[config.mk]
export PLATFORM = sky130hd
export DESIGN_NAME = rfc_radio_ctrl
export DESIGN_NICKNAME = d
export VERILOG_FILES = /design/src/hdl/rfc_pkg.sv /design/src/hdl/rfc_radio_ctrl.sv
export SDC_FILE = /design/constraint.sdc
export NUM_CORES = 2
export LEC_CHECK = 0
export BUFFER_PORTS_ARGS = -buffer_cell sky130_fd_sc_hd__buf_2
export CAP_MARGIN = 20
export CORE_ASPECT_RATIO = 1.25
export CORE_MARGIN = 2
export CORE_UTILIZATION = 50
export CTS_CLUSTER_SIZE = 28
export DETAILED_ROUTE_END_ITERATION = 7
export PLACE_DENSITY = 0.77
export REMOVE_ABC_BUFFERS = 1
export SLEW_MARGIN = 30
export SYNTH_ARGS = -nofsm -noshare
export SYNTH_HDL_FRONTEND = slang
export SYNTH_SLANG_ARGS = --single-unit
[constraint.sdc]
create_clock -name ref_clk -period 10.1 [get_ports ref_clk]
set_input_delay 1.01 -clock ref_clk [delete_from_list [all_inputs] [get_ports ref_clk]]
set_output_delay 1.01 -clock ref_clk [all_outputs]
set_load 0.005 [all_outputs]
[src/hdl/rfc_pkg.sv]
// Constants and state type for the radio interface control block
package rfc_pkg;
  localparam int          CLK_NS        = 50;
  localparam int          SER_HALF_NS   = 200;
  localparam int          SER_HALF_CYC  = (SER_HALF_NS + CLK_NS - 1) / CLK_NS;
  localparam int          RAMP_TICK_NS  = 1000;
  localparam int          RAMP_TICK_CYC = (RAMP_TICK_NS / CLK_NS < 1) ? 1 : RAMP_TICK_NS / CLK_NS;
  localparam int          SER_W         = 24;
  localparam int          SER_LW        = 5;
  localparam int          PAR_W         = 10;
  localparam int          NBANK         = 5;
  localparam int          BANK_W        = 3;
  localparam int          NENT          = 16;
  localparam int          ENT_W         = 8;
  localparam int          SCL_W         = 10;
  localparam int          DAC_W         = 10;
  localparam int          NSLOT         = 7;
  localparam int          FT_W          = 13;
  localparam int          SCL_SHIFT     = 8;
  localparam int          HALF_ENT      = 8;
  localparam int          NSAMP         = 32;
  localparam int          BIT_HIGH_BAND_TX_SWITCH     = 0;
  localparam int          BIT_LOW_BAND_TX_SWITCH     = 1;
  localparam int          BIT_UB_RX     = 2;
  localparam int          BIT_AMP_EN    = 4;
  localparam int          BIT_AMP_BAND  = 5;
  localparam int          BIT_MOD_SUP   = 8;
  localparam int          BIT_OSC_EN    = 9;
  localparam logic [7:0]  DIV_RST       = 8'h00;

  typedef struct packed {
    logic [SER_W-1:0]                        ser_wbuf;
    logic [SER_LW-1:0]                       ser_wlen;
    logic                                    ser_wsel;
    logic                                    ser_pend;
    logic [SER_W-1:0]                        ser_sh;
    logic [SER_LW-1:0]                       ser_cnt;
    logic [7:0]                              ser_div;
    logic                                    ser_act;
    logic                                    ser_clk;
    logic                                    ser_dat;
    logic                                    sel_a;
    logic                                    sel_b;
    logic [PAR_W-1:0]                        par_wbuf;
    logic [PAR_W-1:0]                        par_bus;
    logic [NBANK-1:0][NENT-1:0][ENT_W-1:0]   prof;
    logic [NBANK-1:0][SCL_W-1:0]             scl_l;
    logic [NBANK-1:0][SCL_W-1:0]             scl_r;
    logic [NSLOT-1:0][BANK_W-1:0]            slot_bank;
    logic [NSLOT-1:0]                        slot_en;
    logic [2:0]                              slot_cnt;
    logic                                    rmp_act;
    logic [4:0]                              rmp_k;
    logic [BANK_W-1:0]                       rmp_bank;
    logic [7:0]                              rmp_div;
    logic [DAC_W-1:0]                        rmp_dac;
    logic [FT_W-1:0]                         ft_code;
  } rfc_state_type;
endpackage : rfc_pkg

[src/hdl/rfc_radio_ctrl.sv]
// Radio interface control: serial port, timed bus, power ramp and frequency trim
`timescale 1ns/1ps
module rfc_radio_ctrl (
  input  wire logic                            ref_clk,
  input  wire logic                            resetn,
  input  wire logic                            clk_en,
  input  wire logic                            frame_event_valid,
  input  wire logic                            frame_start,
  input  wire logic                            ramp_event,
  input  wire logic                            ser_wr,
  input  wire logic [rfc_pkg::SER_W-1:0]       ser_wr_data,
  input  wire logic [rfc_pkg::SER_LW-1:0]      ser_wr_len,
  input  wire logic                            ser_wr_sel,
  input  wire logic                            par_wr,
  input  wire logic [rfc_pkg::PAR_W-1:0]       par_wr_data,
  input  wire logic                            prof_wr,
  input  wire logic [rfc_pkg::BANK_W-1:0]      prof_bank,
  input  wire logic [3:0]                      prof_idx,
  input  wire logic [rfc_pkg::ENT_W-1:0]       prof_val,
  input  wire logic                            scl_wr,
  input  wire logic [rfc_pkg::SCL_W-1:0]       scl_left,
  input  wire logic [rfc_pkg::SCL_W-1:0]       scl_right,
  input  wire logic                            slot_wr,
  input  wire logic [2:0]                      slot_idx,
  input  wire logic [rfc_pkg::BANK_W-1:0]      slot_bank_sel,
  input  wire logic                            slot_enable,
  input  wire logic                            ft_wr,
  input  wire logic [rfc_pkg::FT_W-1:0]        ft_wr_code,
  output logic                                 serial_radio_clock,
  output logic                                 serial_radio_data,
  output logic                                 serial_radio_select_a,
  output logic                                 serial_radio_select_b,
  output logic                                 ser_busy,
  output logic                                 ser_pending,
  output logic [rfc_pkg::PAR_W-1:0]            timed_output_bus,
  output logic                                 high_band_tx_switch,
  output logic                                 low_band_tx_switch,
  output logic                                 upper_band_rx_switch,
  output logic                                 amplifier_enable,
  output logic                                 amplifier_band_select,
  output logic                                 radio_module_supply_enable,
  output logic                                 rf_oscillator_enable,
  output logic [rfc_pkg::DAC_W-1:0]            ramp_dac_code,
  output logic                                 ramp_busy,
  output logic [2:0]                           ramp_slot_count,
  output logic [rfc_pkg::FT_W-1:0]             freq_trim_code
);

  rfc_pkg::rfc_state_type st_ff;
  rfc_pkg::rfc_state_type nxt_st;

  // Truncate entry times factor to the ten-bit intermediate
  function automatic logic [rfc_pkg::DAC_W-1:0] scale_ent(
    input logic [rfc_pkg::ENT_W-1:0] ent,
    input logic [rfc_pkg::SCL_W-1:0] fac
  );
    logic [rfc_pkg::ENT_W+rfc_pkg::SCL_W-1:0] prod;
    prod = ent * fac;
    return prod[rfc_pkg::SCL_SHIFT +: rfc_pkg::DAC_W];
  endfunction : scale_ent

  // Intermediate value i of a bank with the half-dependent factor
  function automatic logic [rfc_pkg::DAC_W-1:0] inter_val(
    input rfc_pkg::rfc_state_type s,
    input logic [rfc_pkg::BANK_W-1:0] b,
    input logic [3:0] i
  );
    logic [rfc_pkg::SCL_W-1:0] fac;
    fac = (i < 4'(rfc_pkg::HALF_ENT)) ? s.scl_l[b] : s.scl_r[b];
    return scale_ent(s.prof[b][i], fac);
  endfunction : inter_val

  logic [rfc_pkg::DAC_W-1:0] smp_cur;
  logic [rfc_pkg::DAC_W-1:0] smp_nxt;
  logic [rfc_pkg::DAC_W:0]   smp_sum;
  logic [rfc_pkg::DAC_W-1:0] smp_out;
  logic [rfc_pkg::SER_W-1:0] ser_load;

  always_comb begin
    // Left-align the word so the first bit to send sits at the top
    ser_load = st_ff.ser_wbuf << (rfc_pkg::SER_W - int'(st_ff.ser_wlen));
    smp_cur = inter_val(st_ff, st_ff.rmp_bank, st_ff.rmp_k[4:1]);
    smp_nxt = (st_ff.rmp_k[4:1] == 4'hf) ? smp_cur
            : inter_val(st_ff, st_ff.rmp_bank, st_ff.rmp_k[4:1] + 4'h1);
    smp_sum = {1'b0, smp_cur} + {1'b0, smp_nxt};
    // Odd samples take the midpoint; the last one holds the final value
    smp_out = st_ff.rmp_k[0] ? smp_sum[rfc_pkg::DAC_W:1] : smp_cur;
  end

  always_comb begin
    nxt_st = st_ff;

    // Serial port: event retires the pending word first, a same-cycle write re-arms it
    if (frame_event_valid && st_ff.ser_pend && !st_ff.ser_act) begin
      nxt_st.ser_pend = 1'b0;
      nxt_st.ser_act  = 1'b1;
      nxt_st.ser_sh   = ser_load << 1;
      nxt_st.ser_cnt  = st_ff.ser_wlen;
      nxt_st.ser_div  = rfc_pkg::DIV_RST;
      nxt_st.ser_clk  = 1'b0;
      // First bit is set up a whole low phase ahead of the first rise
      nxt_st.ser_dat  = ser_load[rfc_pkg::SER_W-1];
      nxt_st.sel_a    = !st_ff.ser_wsel;
      nxt_st.sel_b    = st_ff.ser_wsel;
    end else if (st_ff.ser_act) begin
      if (st_ff.ser_div == 8'(rfc_pkg::SER_HALF_CYC - 1)) begin
        nxt_st.ser_div = rfc_pkg::DIV_RST;
        if (!st_ff.ser_clk) begin
          if (st_ff.ser_cnt == '0) begin
            nxt_st.ser_act = 1'b0;
            nxt_st.sel_a   = 1'b0;
            nxt_st.sel_b   = 1'b0;
            nxt_st.ser_dat = 1'b0;
          end else begin
            // End of a low phase: the far end samples the settled bit on this rise
            nxt_st.ser_clk = 1'b1;
            nxt_st.ser_cnt = st_ff.ser_cnt - 5'h01;
          end
        end else begin
          // Data moves only on the fall so it is stable across the next rise
          nxt_st.ser_clk = 1'b0;
          nxt_st.ser_dat = st_ff.ser_sh[rfc_pkg::SER_W-1];
          nxt_st.ser_sh  = st_ff.ser_sh << 1;
        end
      end else begin
        nxt_st.ser_div = st_ff.ser_div + 8'h01;
      end
    end
    if (ser_wr) begin
      nxt_st.ser_wbuf = ser_wr_data;
      nxt_st.ser_wlen = (ser_wr_len > 5'(rfc_pkg::SER_W)) ? 5'(rfc_pkg::SER_W) : ser_wr_len;
      nxt_st.ser_wsel = ser_wr_sel;
      nxt_st.ser_pend = (ser_wr_len != '0);
    end

    // Timed bus: shadow copy goes live only on the frame event
    if (par_wr) begin
      nxt_st.par_wbuf = par_wr_data;
    end
    if (frame_event_valid) begin
      nxt_st.par_bus = st_ff.par_wbuf;
    end

    // Profile, scale and slot tables; contents alone decide the ramp shape
    if (prof_wr && prof_bank < 3'(rfc_pkg::NBANK)) begin
      nxt_st.prof[prof_bank][prof_idx] = prof_val;
    end
    if (scl_wr && prof_bank < 3'(rfc_pkg::NBANK)) begin
      nxt_st.scl_l[prof_bank] = scl_left;
      nxt_st.scl_r[prof_bank] = scl_right;
    end
    if (slot_wr && slot_idx < 3'(rfc_pkg::NSLOT)) begin
      nxt_st.slot_bank[slot_idx] = slot_bank_sel;
      nxt_st.slot_en[slot_idx]   = slot_enable;
    end

    // Ramp engine: one sample per tick, 32 samples per event
    if (st_ff.rmp_act) begin
      if (st_ff.rmp_div == 8'(rfc_pkg::RAMP_TICK_CYC - 1)) begin
        nxt_st.rmp_div = rfc_pkg::DIV_RST;
        nxt_st.rmp_dac = smp_out;
        nxt_st.rmp_k   = st_ff.rmp_k + 5'h01;
        if (st_ff.rmp_k == 5'(rfc_pkg::NSAMP - 1)) begin
          nxt_st.rmp_act = 1'b0;
        end
      end else begin
        nxt_st.rmp_div = st_ff.rmp_div + 8'h01;
      end
    end
    // A new event cuts short a ramp still running, as back-to-back slots need
    if (frame_start) begin
      nxt_st.slot_cnt = '0;
    end else if (ramp_event && st_ff.slot_cnt < 3'(rfc_pkg::NSLOT)) begin
      nxt_st.slot_cnt = st_ff.slot_cnt + 3'h1;
      if (st_ff.slot_en[st_ff.slot_cnt]
          && st_ff.slot_bank[st_ff.slot_cnt] < 3'(rfc_pkg::NBANK)) begin
        nxt_st.rmp_act  = 1'b1;
        nxt_st.rmp_bank = st_ff.slot_bank[st_ff.slot_cnt];
        nxt_st.rmp_k    = '0;
        nxt_st.rmp_div  = rfc_pkg::DIV_RST;
      end
    end

    if (ft_wr) begin
      nxt_st.ft_code = ft_wr_code;
    end
  end

  always_ff @(posedge ref_clk) begin
    if (!resetn) begin
      st_ff <= '0;
    end else if (clk_en) begin
      st_ff <= nxt_st;
    end
  end

  assign serial_radio_clock         = st_ff.ser_clk;
  assign serial_radio_data          = st_ff.ser_dat;
  assign serial_radio_select_a      = st_ff.sel_a;
  assign serial_radio_select_b      = st_ff.sel_b;
  assign ser_busy                   = st_ff.ser_act;
  assign ser_pending                = st_ff.ser_pend;
  assign timed_output_bus           = st_ff.par_bus;
  assign high_band_tx_switch        = st_ff.par_bus[rfc_pkg::BIT_HIGH_BAND_TX_SWITCH];
  assign low_band_tx_switch         = st_ff.par_bus[rfc_pkg::BIT_LOW_BAND_TX_SWITCH];
  assign upper_band_rx_switch       = st_ff.par_bus[rfc_pkg::BIT_UB_RX];
  assign amplifier_enable           = st_ff.par_bus[rfc_pkg::BIT_AMP_EN];
  assign amplifier_band_select      = st_ff.par_bus[rfc_pkg::BIT_AMP_BAND];
  assign radio_module_supply_enable = st_ff.par_bus[rfc_pkg::BIT_MOD_SUP];
  assign rf_oscillator_enable       = st_ff.par_bus[rfc_pkg::BIT_OSC_EN];
  assign ramp_dac_code              = st_ff.rmp_dac;
  assign ramp_busy                  = st_ff.rmp_act;
  assign ramp_slot_count            = st_ff.slot_cnt;
  assign freq_trim_code             = st_ff.ft_code;

endmodule : rfc_radio_ctrl

==> results_dict.tcl <==
set metrics [dict create \
    status "complete, no violations" \
    grt_use_total_pct 29.1 \
    tightest_slew_ps 1200 \
    swShare_pct 23.4 \
    hold_slack_ps 448 \
    min_delay_worst_endpoint "freq_trim_code[3]" \
    cts_tree "yes" \
    leakage_nw 18.6 \
    netlist_area_sq_um 47700 \
    fp.dieW_um 280 \
    rows 126 \
    post-cts-setup-buffers 0 \
    drtIter0Drc 4144 \
    synthAdderAreaFrac_pct 6.27 \
    layout-drive-gt1-share_pct 12.8 \
    synthTopCellsByArea "dfxtp_1 (38%), mux2i_1 (9.3%), mux4_2 (7.9%)" \
    arrival_ps 10090 \
    synth_top_family_by_area "simple AND/OR/NAND/NOR gates" \
    dpl_cell_area_sq_um 49000 \
    hp-class "reg -> reg" \
    switching_power_mw 1.75 \
    p_total_mw 7.47 \
    vias 41200 \
    ys.flop_type "dfxtp_1" \
    area_growth_pct 9.51 \
    root_buffer "clkbuf_16" \
    required_ps 10690 \
    setup_viol 0 \
    die_area_sq_um 97900 \
    start_util_pct 50.5 \
    p_comb_share_pct 4.5 \
    path_class "reg -> reg" \
    fin_setup_tns_ps 0 \
    seq_area_frac_synth_pct 37.9 \
    routedWlPerCell_um 21.8 \
    p_clk_share_pct 47.3 \
    core_sq_um 94400 \
    grt_max_degree 213 \
    clk_path_buf_depth 3 \
    synth-edff-count 0 \
    cp_slowest_cell "dfxtp_4" \
    dp_hpwl_mm 96.4 \
    fin_area_sq_um 52200 \
    grt_pass1_vias 39900 \
    synth_top_cell_area_share_pct 37.9 \
    synth_area_leader_cell "dfxtp_1" \
    dp_slack_ps 617 \
    postRouteAntennaNets 0 \
    postSynthAreaPerCell_sq_um 8.66 \
    synthXorXnorAreaFrac_pct 0.708 \
    clk_latency_ps 710 \
    first_pass_iters 7 \
    ios 157 \
    crit_fanout 37 \
    post-route-min-period_ps 9500 \
    hold_depth 2 \
    cp-start-kind "register" \
    power_density_nw_per_um2 143 \
    ys_types 86 \
    max_slew_margin_pct 20.2 \
    final_common_cell "dfxtp_1" \
    r2r_cells 32 \
    gp_congestion 0.966 \
    clock-skew-final_ps 48.0 \
    ys_seq_elements 903 \
    p_int_mw 5.72 \
    gr-total-overflow 0 \
    ir_worst_vdd_uv 167 \
    r2r_slack_ps 600 \
    fin_crit_sh_pct 94.1 \
    drv_cap 0 \
    grt_antenna_before_repair 10 \
    final_cell_mix "dfxtp_1 (900), nand2_1 (841), nor2_1 (637)" \
    io_buffers 156 \
    die_h_um 349 \
    syn_inst 5506 \
    crit_top_cell "fa_1" \
    critPathMaxStageDelay_ps 860 \
    cp-end-kind "register" \
    fin_cells 6679 \
    async_flop_share_pct 0 \
    grt_setup_unrepaired "no" \
    drt_wl_total_mm 145 \
    fmax_mhz 105 \
    numCtsBuffers 91 \
    reg2reg_to "ramp_dac_code[8]" \
    cts_sinks 903 \
    clk_pin_slew_worst_paths_ps 60 \
    hp-start "freq_trim_code[3]" \
    hold_violations 0 \
    r2r_start "st_ff[32]" \
    setup_slack_ps 600 \
    fin_nets 5678 \
    post-route-util_pct 55.3 \
    vias_per_cell 6.17 \
    synthSimpleGateAreaFrac_pct 18.9 \
    synth_mux_area_share_pct 18.0 \
    dp.cells 6508 \
    cts.htree.levels 3 \
    synth-compound-area-share_pct 12.6 \
    yosysWarnings 0 \
    remaining_drc_errors 0 \
    drv_slew 0 \
    seqPwrFrac_pct 48.2 \
    grt_pass1_wl_mm 226 \
]
## flip-flops by register name (all words and copies together) (netlist names)
name	count
serial_radio_select_a	1
serial_radio_data	1
serial_radio_select_b	1
freq_trim_code	13
ramp_slot_count	3
st_ff	860
ramp_busy	1
timed_output_bus	10
ramp_dac_code	10
serial_radio_clock	1
ser_busy	1
ser_pending	1
## how the worst max path moves through the flow
stage                     startpoint  slack [ps]                to
after floorplan            st_ff[31]       -5020  ramp_dac_code[9]
after global placement     st_ff[31]         830  ramp_dac_code[9]
after detailed placement   st_ff[31]         620  ramp_dac_code[8]
after CTS                  st_ff[32]         600  ramp_dac_code[8]
after global routing       st_ff[32]         160  ramp_dac_code[8]
final                      st_ff[32]         600  ramp_dac_code[8]
## power by group through the flow
stage | registers [mW] | clock network [mW] | logic [mW]
floorplan | 3.68 | 0 | 0.157
global placement | 3.67 | 0 | 0.318
detailed placement | 3.68 | 0 | 0.323
CTS | 3.60 | 3.57 | 0.325
global route | 3.60 | 3.72 | 0.357
finish | 3.60 | 3.54 | 0.334
## cells in the mapped netlist (all sizes together), types with 40 or more instances
| cell type | number |
|---|---|
| dfxtp | 903 |
| nand2 | 842 |
| nor2 | 660 |
| a21oi | 555 |
| mux2i | 441 |
| nand3 | 369 |
| clkbuf | 350 |
| mux4 | 168 |
| inv | 165 |
| a22oi | 125 |
| buf | 119 |
| o21ai | 101 |
| fa | 95 |
| ha | 87 |
| a211oi | 40 |
## critical path, delay by kind of cell (launching register included)
| kind | cells | cell delay, ps |
|---|---|---|
| XOR/XNOR | 1 | 160 |
| AND/OR/NAND/NOR | 9 | 1290 |
| buffers and inverters | 4 | 730 |
| multiplexers | 3 | 1220 |
| adder cells (fa/ha/maj) | 6 | 2490 |
| flip-flops | 1 | 860 |
| AO/OA/AOI/OAI | 9 | 2630 |
## metal layers
layer | share of wire, % | wire length (um) | global-route usage (%) | vias up
li1 | - | - | - | 18800
met1 | 38 | 55300 | 34.9 | 19900
met2 | 48 | 69300 | 48.7 | 1949
met3 | 7.8 | 11300 | 5.03 | 485
met4 | 6.4 | 9260 | 17.4 | 14
met5 | 0.072 | 105 | 0 | -
## kinds of logic after synthesis
family / after synthesis
xor gates and xnor gates: 36
adders and majority gates: 182
buffers and inverters: 636
muxes: 644
AOI/OAI and AO/OA: 1003
DFF: 903
and+or+nand+nor: 2102
## cell type report
class	count	area, sq um
sequential	903	18100
clock buffer	138	2730
fill	8368	42200
inverter	167	637
multi-input combinational	3967	27100
antenna	3	7.51
timing repair buffer	259	1740
tap	1216	1520
clock inverter	26	407
## what timing repair did
action | CTS | global route
hold buffers | 0 | 0
resized for setup | 0 | 2
endpoints found under the setup margin | 0 | 2
Power figures use the tool's default switching activity.
